`src/aae_pkg.sv`:
```
// Operation
// - Register add sums working and file register
// - Destination clear writes sum to working
// - Destination set writes sum to file
// - Access bit picks access bank or bank select
package aae_pkg;
  // --------------------------------------------------
  // Opcode fields
  // --------------------------------------------------
  localparam logic [7:0] OPC_ADD_LIT_HI = 8'h0F;
  localparam logic [5:0] OPC_ADD_REG_HI = 6'h09;
  localparam int OPC_LIT_LSB = 8;
  localparam int OPC_REG_LSB = 10;
  localparam int OPC_DEST_BIT = 9;
  localparam int OPC_ACC_BIT = 8;
  // --------------------------------------------------
  // Access bank split
  // --------------------------------------------------
  localparam logic [7:0] ACC_SPLIT = 8'h80;
  localparam logic [3:0] ACC_LO_BANK = 4'h0;
  localparam logic [3:0] ACC_HI_BANK = 4'hF;
  // --------------------------------------------------
  // Flag positions
  // --------------------------------------------------
  localparam int FLG_N = 4;
  localparam int FLG_OV = 3;
  localparam int FLG_Z = 2;
  localparam int FLG_DC = 1;
  localparam int FLG_C = 0;
  // --------------------------------------------------
  // Reset values
  // --------------------------------------------------
  localparam logic [7:0] WORK_RST = 8'h00;
  localparam logic [3:0] BANK_RST = 4'h0;
  localparam logic [4:0] FLAGS_RST = 5'h00;
  localparam logic [7:0] WDATA_RST = 8'h00;
  localparam logic STROBE_RST = 1'h0;
endpackage

```
`src/aae_adder.sv`:
```
`timescale 1ns/1ps
module aae_adder #(
  parameter int WIDTH = 8
) (
  input wire logic [WIDTH-1:0] a,
  input wire logic [WIDTH-1:0] b,
  output logic [WIDTH-1:0] sum,
  output logic [4:0] flags
);
  // Digit carry comes from the low nibble, so narrower words cannot be served
  if (WIDTH < 8) begin : g_width_check
    $error("aae_adder: width below 8");
  end
  wire [WIDTH:0] full = {1'h0, a} + {1'h0, b};
  wire [4:0] low = {1'h0, a[3:0]} + {1'h0, b[3:0]};
  wire ov = (a[WIDTH-1] == b[WIDTH-1]) && (full[WIDTH-1] != a[WIDTH-1]);
  // Flag order: negative, overflow, zero, digit carry, carry
  assign sum = full[WIDTH-1:0];
  assign flags = {full[WIDTH-1], ov, full[WIDTH-1:0] == '0, low[4], full[WIDTH]};
endmodule // aae_adder

```
`src/aae_exec.sv`:
```
`timescale 1ns/1ps
module aae_exec (
  input wire logic CLOCK,
  input wire logic RESET,
  input wire logic CE,
  input wire logic INSTR_VALID,
  input wire logic [15:0] INSTR,
  input wire logic [7:0] FILE_RDATA,
  input wire logic BANK_WE,
  input wire logic [3:0] BANK_WDATA,
  output logic [7:0] WORK,
  output logic [11:0] FILE_ADDR,
  output logic FILE_WE,
  output logic [7:0] FILE_WDATA,
  output logic [4:0] FLAGS,
  output logic DONE
);

  // --------------------------------------------------
  // Registers and their next values
  // --------------------------------------------------
  logic [7:0] work_r;
  logic [7:0] work_nxt;
  logic [3:0] bank_r;
  logic [3:0] bank_nxt;
  logic [4:0] flags_r;
  logic [4:0] flags_nxt;
  logic file_we_r;
  logic file_we_nxt;
  logic [7:0] file_wdata_r;
  logic [7:0] file_wdata_nxt;
  logic done_r;
  logic done_nxt;

  // --------------------------------------------------
  // Opcode fields
  // --------------------------------------------------
  wire [7:0] op_lit_hi = INSTR[15:aae_pkg::OPC_LIT_LSB];
  wire [5:0] op_reg_hi = INSTR[15:aae_pkg::OPC_REG_LSB];
  wire dest_file = INSTR[aae_pkg::OPC_DEST_BIT];
  wire use_bank = INSTR[aae_pkg::OPC_ACC_BIT];
  // Low byte is the literal of a literal add and the file address of a register add
  wire [7:0] fld = INSTR[7:0];

  // --------------------------------------------------
  // Instruction class
  // --------------------------------------------------
  wire lit_match = op_lit_hi == aae_pkg::OPC_ADD_LIT_HI;
  wire reg_match = op_reg_hi == aae_pkg::OPC_ADD_REG_HI;
  wire is_lit = INSTR_VALID && lit_match;
  wire is_reg = INSTR_VALID && reg_match;
  // Any other opcode leaves working and flags alone and clears both strobes; write data still follows the sum
  wire is_add = is_lit || is_reg;

  // --------------------------------------------------
  // File address
  // --------------------------------------------------
  // File data comes back combinationally in the same cycle, so the address is not a flop;
  // registering it would cost the single-cycle timing
  wire acc_hi = fld >= aae_pkg::ACC_SPLIT;
  wire [3:0] acc_bank = acc_hi ? aae_pkg::ACC_HI_BANK : aae_pkg::ACC_LO_BANK;
  wire [3:0] bank_sel = use_bank ? bank_r : acc_bank;
  assign FILE_ADDR = {bank_sel, fld};

  // --------------------------------------------------
  // Adder
  // --------------------------------------------------
  wire [7:0] operand = is_lit ? fld : FILE_RDATA;
  wire [7:0] sum;
  wire [4:0] flg;
  aae_adder #(
    .WIDTH(8)
  ) u_add (
    .a(work_r),
    .b(operand),
    .sum(sum),
    .flags(flg)
  );

  // --------------------------------------------------
  // Destination select
  // --------------------------------------------------
  wire wr_work = is_lit || (is_reg && !dest_file);
  wire wr_file = is_reg && dest_file;

  // --------------------------------------------------
  // Next values
  // --------------------------------------------------
  assign work_nxt = wr_work ? sum : work_r;
  assign bank_nxt = BANK_WE ? BANK_WDATA : bank_r;
  assign flags_nxt = is_add ? flg : flags_r;
  assign file_we_nxt = wr_file;
  // Data follows the sum every enabled cycle; it only matters while the strobe is high
  assign file_wdata_nxt = sum;
  assign done_nxt = is_add;

  // --------------------------------------------------
  // State
  // --------------------------------------------------
  // The enable freezes every flop, the one-cycle strobes included
  always_ff @(posedge CLOCK or posedge RESET) begin
    if (RESET) begin
      work_r <= aae_pkg::WORK_RST;
    end else if (CE) begin
      work_r <= work_nxt;
    end
  end
  always_ff @(posedge CLOCK or posedge RESET) begin
    if (RESET) begin
      bank_r <= aae_pkg::BANK_RST;
    end else if (CE) begin
      bank_r <= bank_nxt;
    end
  end
  always_ff @(posedge CLOCK or posedge RESET) begin
    if (RESET) begin
      flags_r <= aae_pkg::FLAGS_RST;
    end else if (CE) begin
      flags_r <= flags_nxt;
    end
  end
  always_ff @(posedge CLOCK or posedge RESET) begin
    if (RESET) begin
      file_we_r <= aae_pkg::STROBE_RST;
    end else if (CE) begin
      file_we_r <= file_we_nxt;
    end
  end
  always_ff @(posedge CLOCK or posedge RESET) begin
    if (RESET) begin
      file_wdata_r <= aae_pkg::WDATA_RST;
    end else if (CE) begin
      file_wdata_r <= file_wdata_nxt;
    end
  end
  always_ff @(posedge CLOCK or posedge RESET) begin
    if (RESET) begin
      done_r <= aae_pkg::STROBE_RST;
    end else if (CE) begin
      done_r <= done_nxt;
    end
  end

  // --------------------------------------------------
  // Outputs
  // --------------------------------------------------
  assign WORK = work_r;
  assign FLAGS = flags_r;
  assign FILE_WE = file_we_r;
  assign FILE_WDATA = file_wdata_r;
  assign DONE = done_r;

  // --------------------------------------------------
  // Checks
  // --------------------------------------------------
  property p_lit;
    @(posedge CLOCK) disable iff (RESET)
    (CE && is_lit) |=> (WORK == 8'($past(WORK) + $past(INSTR[7:0])));
  endproperty
  a_lit: assert property (p_lit) else $error("literal add wrong");
  property p_dest_w;
    @(posedge CLOCK) disable iff (RESET)
    (CE && is_reg && !dest_file) |=> (!FILE_WE && WORK == 8'($past(WORK) + $past(FILE_RDATA)));
  endproperty
  a_dest_w: assert property (p_dest_w) else $error("register add to working wrong");
  property p_dest_f;
    @(posedge CLOCK) disable iff (RESET)
    (CE && is_reg && dest_file) |=> (FILE_WE && WORK == $past(WORK));
  endproperty
  a_dest_f: assert property (p_dest_f) else $error("register add to file wrong");
  property p_wdata;
    @(posedge CLOCK) disable iff (RESET)
    (CE && is_reg && dest_file) |=> (FILE_WDATA == 8'($past(WORK) + $past(FILE_RDATA)));
  endproperty
  a_wdata: assert property (p_wdata) else $error("file write data wrong");
  property p_bank;
    @(posedge CLOCK) disable iff (RESET)
    (is_reg && use_bank) |-> (FILE_ADDR[11:8] == bank_r);
  endproperty
  a_bank: assert property (p_bank) else $error("bank select not used");
  property p_acc_lo;
    @(posedge CLOCK) disable iff (RESET)
    (is_reg && !use_bank && !INSTR[7]) |-> (FILE_ADDR[11:8] == aae_pkg::ACC_LO_BANK);
  endproperty
  a_acc_lo: assert property (p_acc_lo) else $error("low access bank wrong");
  property p_acc_hi;
    @(posedge CLOCK) disable iff (RESET)
    (is_reg && !use_bank && INSTR[7]) |-> (FILE_ADDR[11:8] == aae_pkg::ACC_HI_BANK);
  endproperty
  a_acc_hi: assert property (p_acc_hi) else $error("high access bank wrong");
  property p_bank_load;
    @(posedge CLOCK) disable iff (RESET)
    (CE && BANK_WE) |=> (bank_r == $past(BANK_WDATA));
  endproperty
  a_bank_load: assert property (p_bank_load) else $error("bank select not loaded");
  property p_done;
    @(posedge CLOCK) disable iff (RESET)
    (CE && (is_lit || is_reg)) |=> DONE;
  endproperty
  a_done: assert property (p_done) else $error("not single cycle");
  property p_ignore;
    @(posedge CLOCK) disable iff (RESET)
    (CE && INSTR_VALID && !is_add) |=> (!DONE && !FILE_WE && $stable(WORK) && $stable(FLAGS));
  endproperty
  a_ignore: assert property (p_ignore) else $error("other opcode changed state");
  property p_freeze;
    @(posedge CLOCK) disable iff (RESET)
    (!CE) |=> ($stable(WORK) && $stable(FLAGS) && $stable(FILE_WE) && $stable(DONE));
  endproperty
  a_freeze: assert property (p_freeze) else $error("state moved while disabled");
  property p_zero;
    @(posedge CLOCK) disable iff (RESET)
    (CE && is_add) |=> (FLAGS[aae_pkg::FLG_Z] == (FILE_WDATA == 8'h00));
  endproperty
  a_zero: assert property (p_zero) else $error("zero flag wrong");
  property p_neg;
    @(posedge CLOCK) disable iff (RESET)
    (CE && is_add) |=> (FLAGS[aae_pkg::FLG_N] == FILE_WDATA[7]);
  endproperty
  a_neg: assert property (p_neg) else $error("negative flag wrong");
  property p_carry;
    @(posedge CLOCK) disable iff (RESET)
    (CE && is_add) |=>
      (FLAGS[aae_pkg::FLG_C] == (({1'h0, $past(WORK)} + {1'h0, $past(operand)}) > 9'h0FF));
  endproperty
  a_carry: assert property (p_carry) else $error("carry flag wrong");
  property p_digit;
    @(posedge CLOCK) disable iff (RESET)
    (CE && is_add) |=> (FLAGS[aae_pkg::FLG_DC] ==
      (({1'h0, $past(WORK[3:0])} + {1'h0, $past(operand[3:0])}) > 5'h0F));
  endproperty
  a_digit: assert property (p_digit) else $error("digit carry flag wrong");
  property p_ovf;
    @(posedge CLOCK) disable iff (RESET)
    (CE && is_add) |=> (FLAGS[aae_pkg::FLG_OV] ==
      (($past(WORK[7]) == $past(operand[7])) && (FILE_WDATA[7] != $past(WORK[7]))));
  endproperty
  a_ovf: assert property (p_ovf) else $error("overflow flag wrong");

endmodule // aae_exec

```
`config.mk`:
```
export PLATFORM = sky130hd
export DESIGN_NAME = aae_exec
export DESIGN_NICKNAME = d
export VERILOG_FILES = /design/src/aae_pkg.sv /design/src/aae_adder.sv /design/src/aae_exec.sv
export SDC_FILE = /design/constraint.sdc
export NUM_CORES = 1
export LEC_CHECK = 0
export BUFFER_PORTS_ARGS = -buffer_cell sky130_fd_sc_hd__buf_4
export CORE_MARGIN = 4
export CORE_UTILIZATION = 39
export CTS_BUF_LIST = sky130_fd_sc_hd__clkbuf_2
export DETAILED_ROUTE_END_ITERATION = 6
export GPL_TIMING_DRIVEN = 0
export PLACE_DENSITY_LB_ADDON = 0.1
export SYNTH_ARGS = -nofsm -noshare
export SYNTH_HDL_FRONTEND = slang
export SYNTH_SLANG_ARGS = --single-unit
```
`constraint.sdc`:
```
create_clock -name CLOCK -period 4.9 [get_ports CLOCK]
set_clock_uncertainty 0.05 [all_clocks]
set_input_delay 0.98 -clock CLOCK [delete_from_list [all_inputs] [get_ports CLOCK]]
set_output_delay 0.98 -clock CLOCK [all_outputs]
set_load 0.01 [all_outputs]
```
== Word level (Yosys, flattened, before mapping) ==
Index checks and enable logic that the tools add are counted.

* Memories: 0
* Latch bits: 0
* Word-level logic and storage cells: 28
* RAM bits: 0
* Flip-flop bits (word level): 27
* Output and inout bits: 35
* Bits in read-only memories: 0

* Divide/modulo/power cells: 0
* Mux-type cells: 3
* Order comparisons: 1
* Eq/ne operators: 4
* Add/subtract/negate cells: 2
* Bitwise gates (word level): 0
* Reduce and logical (&&, ||, !) cells: 12
* Shifts and indexed selects: 0
* Multiply operators: 0

{| class="wikitable"
|+ Operators by type and width
! kind !! number
|-
| 8-bit by 8-bit adder with 9-bit output || 1
|-
| 8-bit by 4-bit == test with 1-bit output, second input constant || 1
|-
| 8-bit >= comparator, second input constant || 1
|-
| 8-bit zero test || 1
|-
| 4-bit two-way mux || 2
|-
| 8-bit two-way mux || 1
|-
| 6-bit by 4-bit == test with 1-bit output, second input constant || 1
|-
| 2-bit AND reduction || 3
|-
| 4-bit by 4-bit adder with 5-bit output || 1
|-
| 1-bit logical AND || 5
|-
| 1-bit logical OR || 2
|-
| 1-bit == test || 1
|-
| 1-bit zero test || 1
|-
| 1-bit inequality test || 1
|}

== Longest topological paths before layout ==
* Word-level depth: 6
* Gate-level depth with buffers: 11
* Gate-level depth less buffers: 11

== Hierarchy ==
A second synthesis with hierarchy kept.

* Cell total of the unflattened synthesis: 150
* Area total of the unflattened synthesis: 1719.1 µm²

{| class="wikitable"
|+ Modules (own cells, without submodules)
! module !! times used !! sequential area each (µm²) !! area each (µm²) !! cells an instance
|-
| aae_exec || 1 || 675.6 || 1297.5 || 96
|-
| aae_adder || 1 || 0.0 || 421.7 || 54
|}

== Worst setup path after synthesis ==
OpenSTA, ideal clock, no wires.

* Path kind: input port to flip-flop
* Start: input INSTR[12]
* End: register file_wdata_r[7], in the netlist FILE_WDATA[7]
* Cell stages on the path: 10
* Path buffers: 0
* Data arrival time: 3527 ps
* Path slack: 1199 ps
* Path through: nor4b_2 > and2_1 > nand2_1 > mux2_2 > ha_1 > a21o_1 > and4_4 > or4_4 > and3_1 > mux2_2

* Longest elaborated chain between the ends: 4

{| class="wikitable"
|+ RTL lines
! element !! line !! source
|-
| start, declared || aae_exec.sv:7 || <nowiki>input wire logic [15:0] INSTR,</nowiki>
|-
| 8-bit by 4-bit == test with 1-bit output || aae_exec.sv:48 || <nowiki>wire lit_match = op_lit_hi == aae_pkg::OPC_ADD_LIT_HI;</nowiki>
|-
| 1-bit logical AND || aae_exec.sv:50 || <nowiki>wire is_lit = INSTR_VALID && lit_match;</nowiki>
|-
| 8-bit two-way mux || aae_exec.sv:68 || <nowiki>wire [7:0] operand = is_lit ? fld : FILE_RDATA;</nowiki>
|-
| 8-bit by 8-bit adder with 9-bit output || aae_adder.sv:14 || <nowiki>wire [WIDTH:0] full = {1'h0, a} + {1'h0, b};</nowiki>
|-
| end signal, assigned || aae_exec.sv:131 || <nowiki>file_wdata_r <= aae_pkg::WDATA_RST;</nowiki>
|-
| end signal, assigned || aae_exec.sv:133 || <nowiki>file_wdata_r <= file_wdata_nxt;</nowiki>
|-
| end, declared || aae_exec.sv:30 || <nowiki>logic [7:0] file_wdata_r;</nowiki>
|}

Every way passes these cells.
A chain may end at the register's enable or synchronous reset.

== Final worst setup path ==
* Start: input INSTR[12]
* End: register flags_r[2], in the netlist FLAGS[2]

* Longest elaborated chain between the ends: 5

{| class="wikitable"
|+ RTL lines
! element !! line !! source
|-
| 8-bit by 4-bit == test with 1-bit output || aae_exec.sv:48 ||
|-
| 1-bit logical AND || aae_exec.sv:50 ||
|-
| 8-bit two-way mux || aae_exec.sv:68 ||
|-
| 8-bit by 8-bit adder with 9-bit output || aae_adder.sv:14 ||
|-
| 8-bit zero test || aae_adder.sv:19 || <nowiki>assign flags = {full[WIDTH-1], ov, full[WIDTH-1:0] == '0, low[4], full[WIDTH]};</nowiki>
|-
| end signal, assigned || aae_exec.sv:117 || <nowiki>flags_r <= aae_pkg::FLAGS_RST;</nowiki>
|-
| end signal, assigned || aae_exec.sv:119 || <nowiki>flags_r <= flags_nxt;</nowiki>
|-
| end, declared || aae_exec.sv:26 || <nowiki>logic [4:0] flags_r;</nowiki>
|}

Several ways; a longest one is shown, not always the timed one.

==> impl_metrics.py <==
metrics = {
    "status": {
        "status": "complete, no violations",
    },
    "cts": {
        "holdBufCountCts": 0,
        "postCtsSetupBuffers": 0,
        "clkSlewWorstSetupHoldPaths_ns": 0.24,
        "clock_path_buffers": 2,
        "cts_buffers": 3,
        "clock_latency_ns": 0.35,
        "post_cts_resized": 0,
        "numClockSinks": 27,
        "htree_levels": 1,
        "root_buffer": "clkbuf_2",
        "cts_tree": "built",
    },
    "placed_design": {
        "dp_hpwl_um": 3200,
        "port_buffers": 67,
        "post-place-ws_ns": 0.694,
        "gp_congestion": 0.775,
    },
    "die": {
        "die_area_um2": 5280,
        "rows": 23,
        "initial_utilization": 0.405,
        "dieHeight_um": 72.7,
        "die_width_um": 72.7,
        "pin_count": 68,
        "core_area_um2": 4030,
    },
    "sta": {
        "finalMaxSlewViolations": 0,
        "setup_tns_ns": 0,
        "maxSlewHeadroom": 0.314,
        "period_needed_ns": 3.83,
        "tightest_slew_ns": 1.03,
        "worst_slack_ns": 1.07,
        "rsz0062_at_grt": "false",
        "setup_viol": 0,
        "fmax_mhz": 261,
        "period_share": 0.782,
        "hold_violations": 0,
    },
    "synth": {
        "ys_seq_elements": 27,
        "yosysTopAreaCell": "dfrtp_1",
        "synthArstFlopShare": 1.00,
        "yosys_warnings": 0,
        "synthDominantCellAreaShare": 0.414,
        "seq_area_frac_synth": 0.414,
        "synth_ff_type": "dfrtp_1",
        "syn_area_per_cell_um2": 10.8,
        "ys_top_cells_by_area": "dfrtp_1, mux2_2, ha_1",
        "ys_types": 37,
        "syn_inst": 151,
        "syn_area_um2": 1630,
        "synth_edf_count": 0,
        "synth_fp_nets": 194,
    },
    "layout": {
        "insertedDiodeCount": 0,
        "final_common_cell": "buf_4",
        "nets": 266,
        "final_cell_mix": "buf_4, dfrtp_1, mux2_2",
        "areaGrowthSynthToFinish_pct": 35.9,
        "drive_gt1_frac": 0.486,
        "fillCellCount": 385,
    },
    "min_path": {
        "min-delay-path-class": "flop to flop",
    },
    "setup_path": {
        "worstSetupPathType": "input pin to flop",
        "critPathMaxStageDelay_ns": 0.44,
        "ff2ff_setup_slack_ns": 2.55,
        "path_max_fanout": 8,
        "cpMaxStageDelayCell": "fa_1",
        "rr_startpoint": "WORK[0]$_DFFE_PP0P_",
        "end_kind": "flop",
        "cp-startpoint": "INSTR[12]",
        "crit-reg2reg-capture": "FLAGS[2]$_DFFE_PP0P_",
        "crit_chain": "buf_4 -> nor4b_2 -> and2_1 -> nand2_1 -> mux2_2 -> ha_1 -> fa_1 -> a21o_1 -> a21oi_1 -> xor2_1 -> o2111ai_1 -> o31ai_1",
        "crit_family": "simple AND/OR/NAND/NOR gates",
        "arrival_ns": 4.06,
        "critPathBufInv": 1,
        "cp-endpoint": "FLAGS[2]$_DFFE_PP0P_",
        "cp.required_ns": 5.13,
        "path_depth": 12,
        "rr_worst_depth": 7,
        "cp-start-kind": "input pin",
    },
    "routing": {
        "drc": 0,
        "vias": 1375,
        "wire_per_inst_um": 14.7,
        "vias_per_cell": 5.06,
        "antenna_left": 0,
        "routed_wl_um": 4000,
        "first_pass_iters": 4,
        "drtIter0Drc": 80,
    },
    "global_route": {
        "grt_max_degree": 28,
        "grt_first_pass_wirelength_um": 6450,
        "grtUsageTotal": 0.154,
        "grt_pass1_vias": 1422,
        "grt.overflow.total": 0,
        "antenna_found_initial": 0,
    },
    "job": {
        "maxCapViolCount": 0,
    },
    "pwr": {
        "vdd_drop_max_mv": 0.160,
        "p_leak_nw": 1.14,
        "pwr_density_cell_nw_per_um2": 242,
    },
}
## worst reg2reg max path, cell delays in order (launching register included)
cell and delay, ns:
dfrtp_1 0.45, ha_1 0.24, fa_1 0.44, a21o_1 0.19, a21oi_1 0.20, xor2_1 0.32
o2111ai_1 0.18, o31ai_1 0.21
## cells in the mapped netlist (all sizes together), types with 3 or more instances
cell and count:
o21ai 9, nand2 19, mux2 24, mux2i 3, a21oi 7, o2111ai 3, inv 6, buf 8
xor2 3, dfrtp 27, ha 9
## power by group
part | internal, W | leakage [nW] | total, W | switching, W
clock | 0.0000215 | 0.0166 | 0.0000855 | 0.0000640
sequential | 0.000249 | 0.348 | 0.000266 | 0.0000170
combinational | 0.0000998 | 0.778 | 0.000185 | 0.0000847
## per-stage QoR
step / cell area (µm²) / cells / hold slack [ns] / total power [W] / util
floorplan: 1630 / 151 / 0.429 / 0.000367 / -
global placement: 2200 / 268 / 0.424 / 0.000450 / 0.545
detailed placement: 2200 / 268 / 0.426 / 0.000456 / 0.545
CTS: 2220 / 272 / 0.478 / 0.000543 / 0.550
global route: 2220 / 272 / 0.511 / 0.000572 / 0.550
finish: 2220 / 272 / 0.474 / 0.000536 / 0.550
## layout make-up
type,count,area (µm²),area share
buffer,10,67.6,0.0305
inverter,6,22.5,0.0102
tap,50,62.6,0.0282
clock buffer,4,20.0,0.00903
multi-input combinational,108,865,0.390
timing repair buffer,67,503,0.227
sequential,27,676,0.305
## registers in the layout, summed over array words and instances (netlist names)
register	flops
WORK	8
FLAGS	5
FILE_WDATA	8
DONE	1
bank_r	4
FILE_WE	1
## metal layers
metal / up-vias / share of wire / GRT usage / wire length [µm]
li1: 681 / - / - / -
met1: 636 / 0.43 / 0.191 / 1730
met2: 49 / 0.49 / 0.268 / 1950
met3: 9 / 0.059 / 0.0289 / 236
met4: 0 / 0.018 / 0.0533 / 73
met5: - / 0 / 0 / 0
## worst min-delay path by stage
| stage | end | cells past startpoint | start | slack [ns] |
|---|---|---|---|---|
| floorplan | bank_r[2]$_DFFE_PP0P_ | 1 | bank_r[2]$_DFFE_PP0P_ | 0.43 |
| global placement | FLAGS[3]$_DFFE_PP0P_ | 2 | FLAGS[3]$_DFFE_PP0P_ | 0.42 |
| detailed placement | FLAGS[4]$_DFFE_PP0P_ | 2 | FLAGS[4]$_DFFE_PP0P_ | 0.43 |
| CTS | FLAGS[4]$_DFFE_PP0P_ | 2 | FLAGS[4]$_DFFE_PP0P_ | 0.48 |
| global route | FLAGS[4]$_DFFE_PP0P_ | 2 | FLAGS[4]$_DFFE_PP0P_ | 0.51 |
| finish | FLAGS[4]$_DFFE_PP0P_ | 2 | FLAGS[4]$_DFFE_PP0P_ | 0.47 |
## cells by family (layout without fill, tap and decap cells)
family                     count (synthesis)  in the layout  share of synthesized area
DFF                                       27             27                      0.414
and+or+nand+nor                           37             37                      0.123
adders and majority gates                 10             10                     0.0814
xor gates and xnor gates                   4              4                     0.0215
AOI/OAI and AO/OA                         30             30                      0.120
muxes                                     27             27                      0.184
buffers and inverters                     16             87                     0.0553
Power figures use the tool's default switching activity.
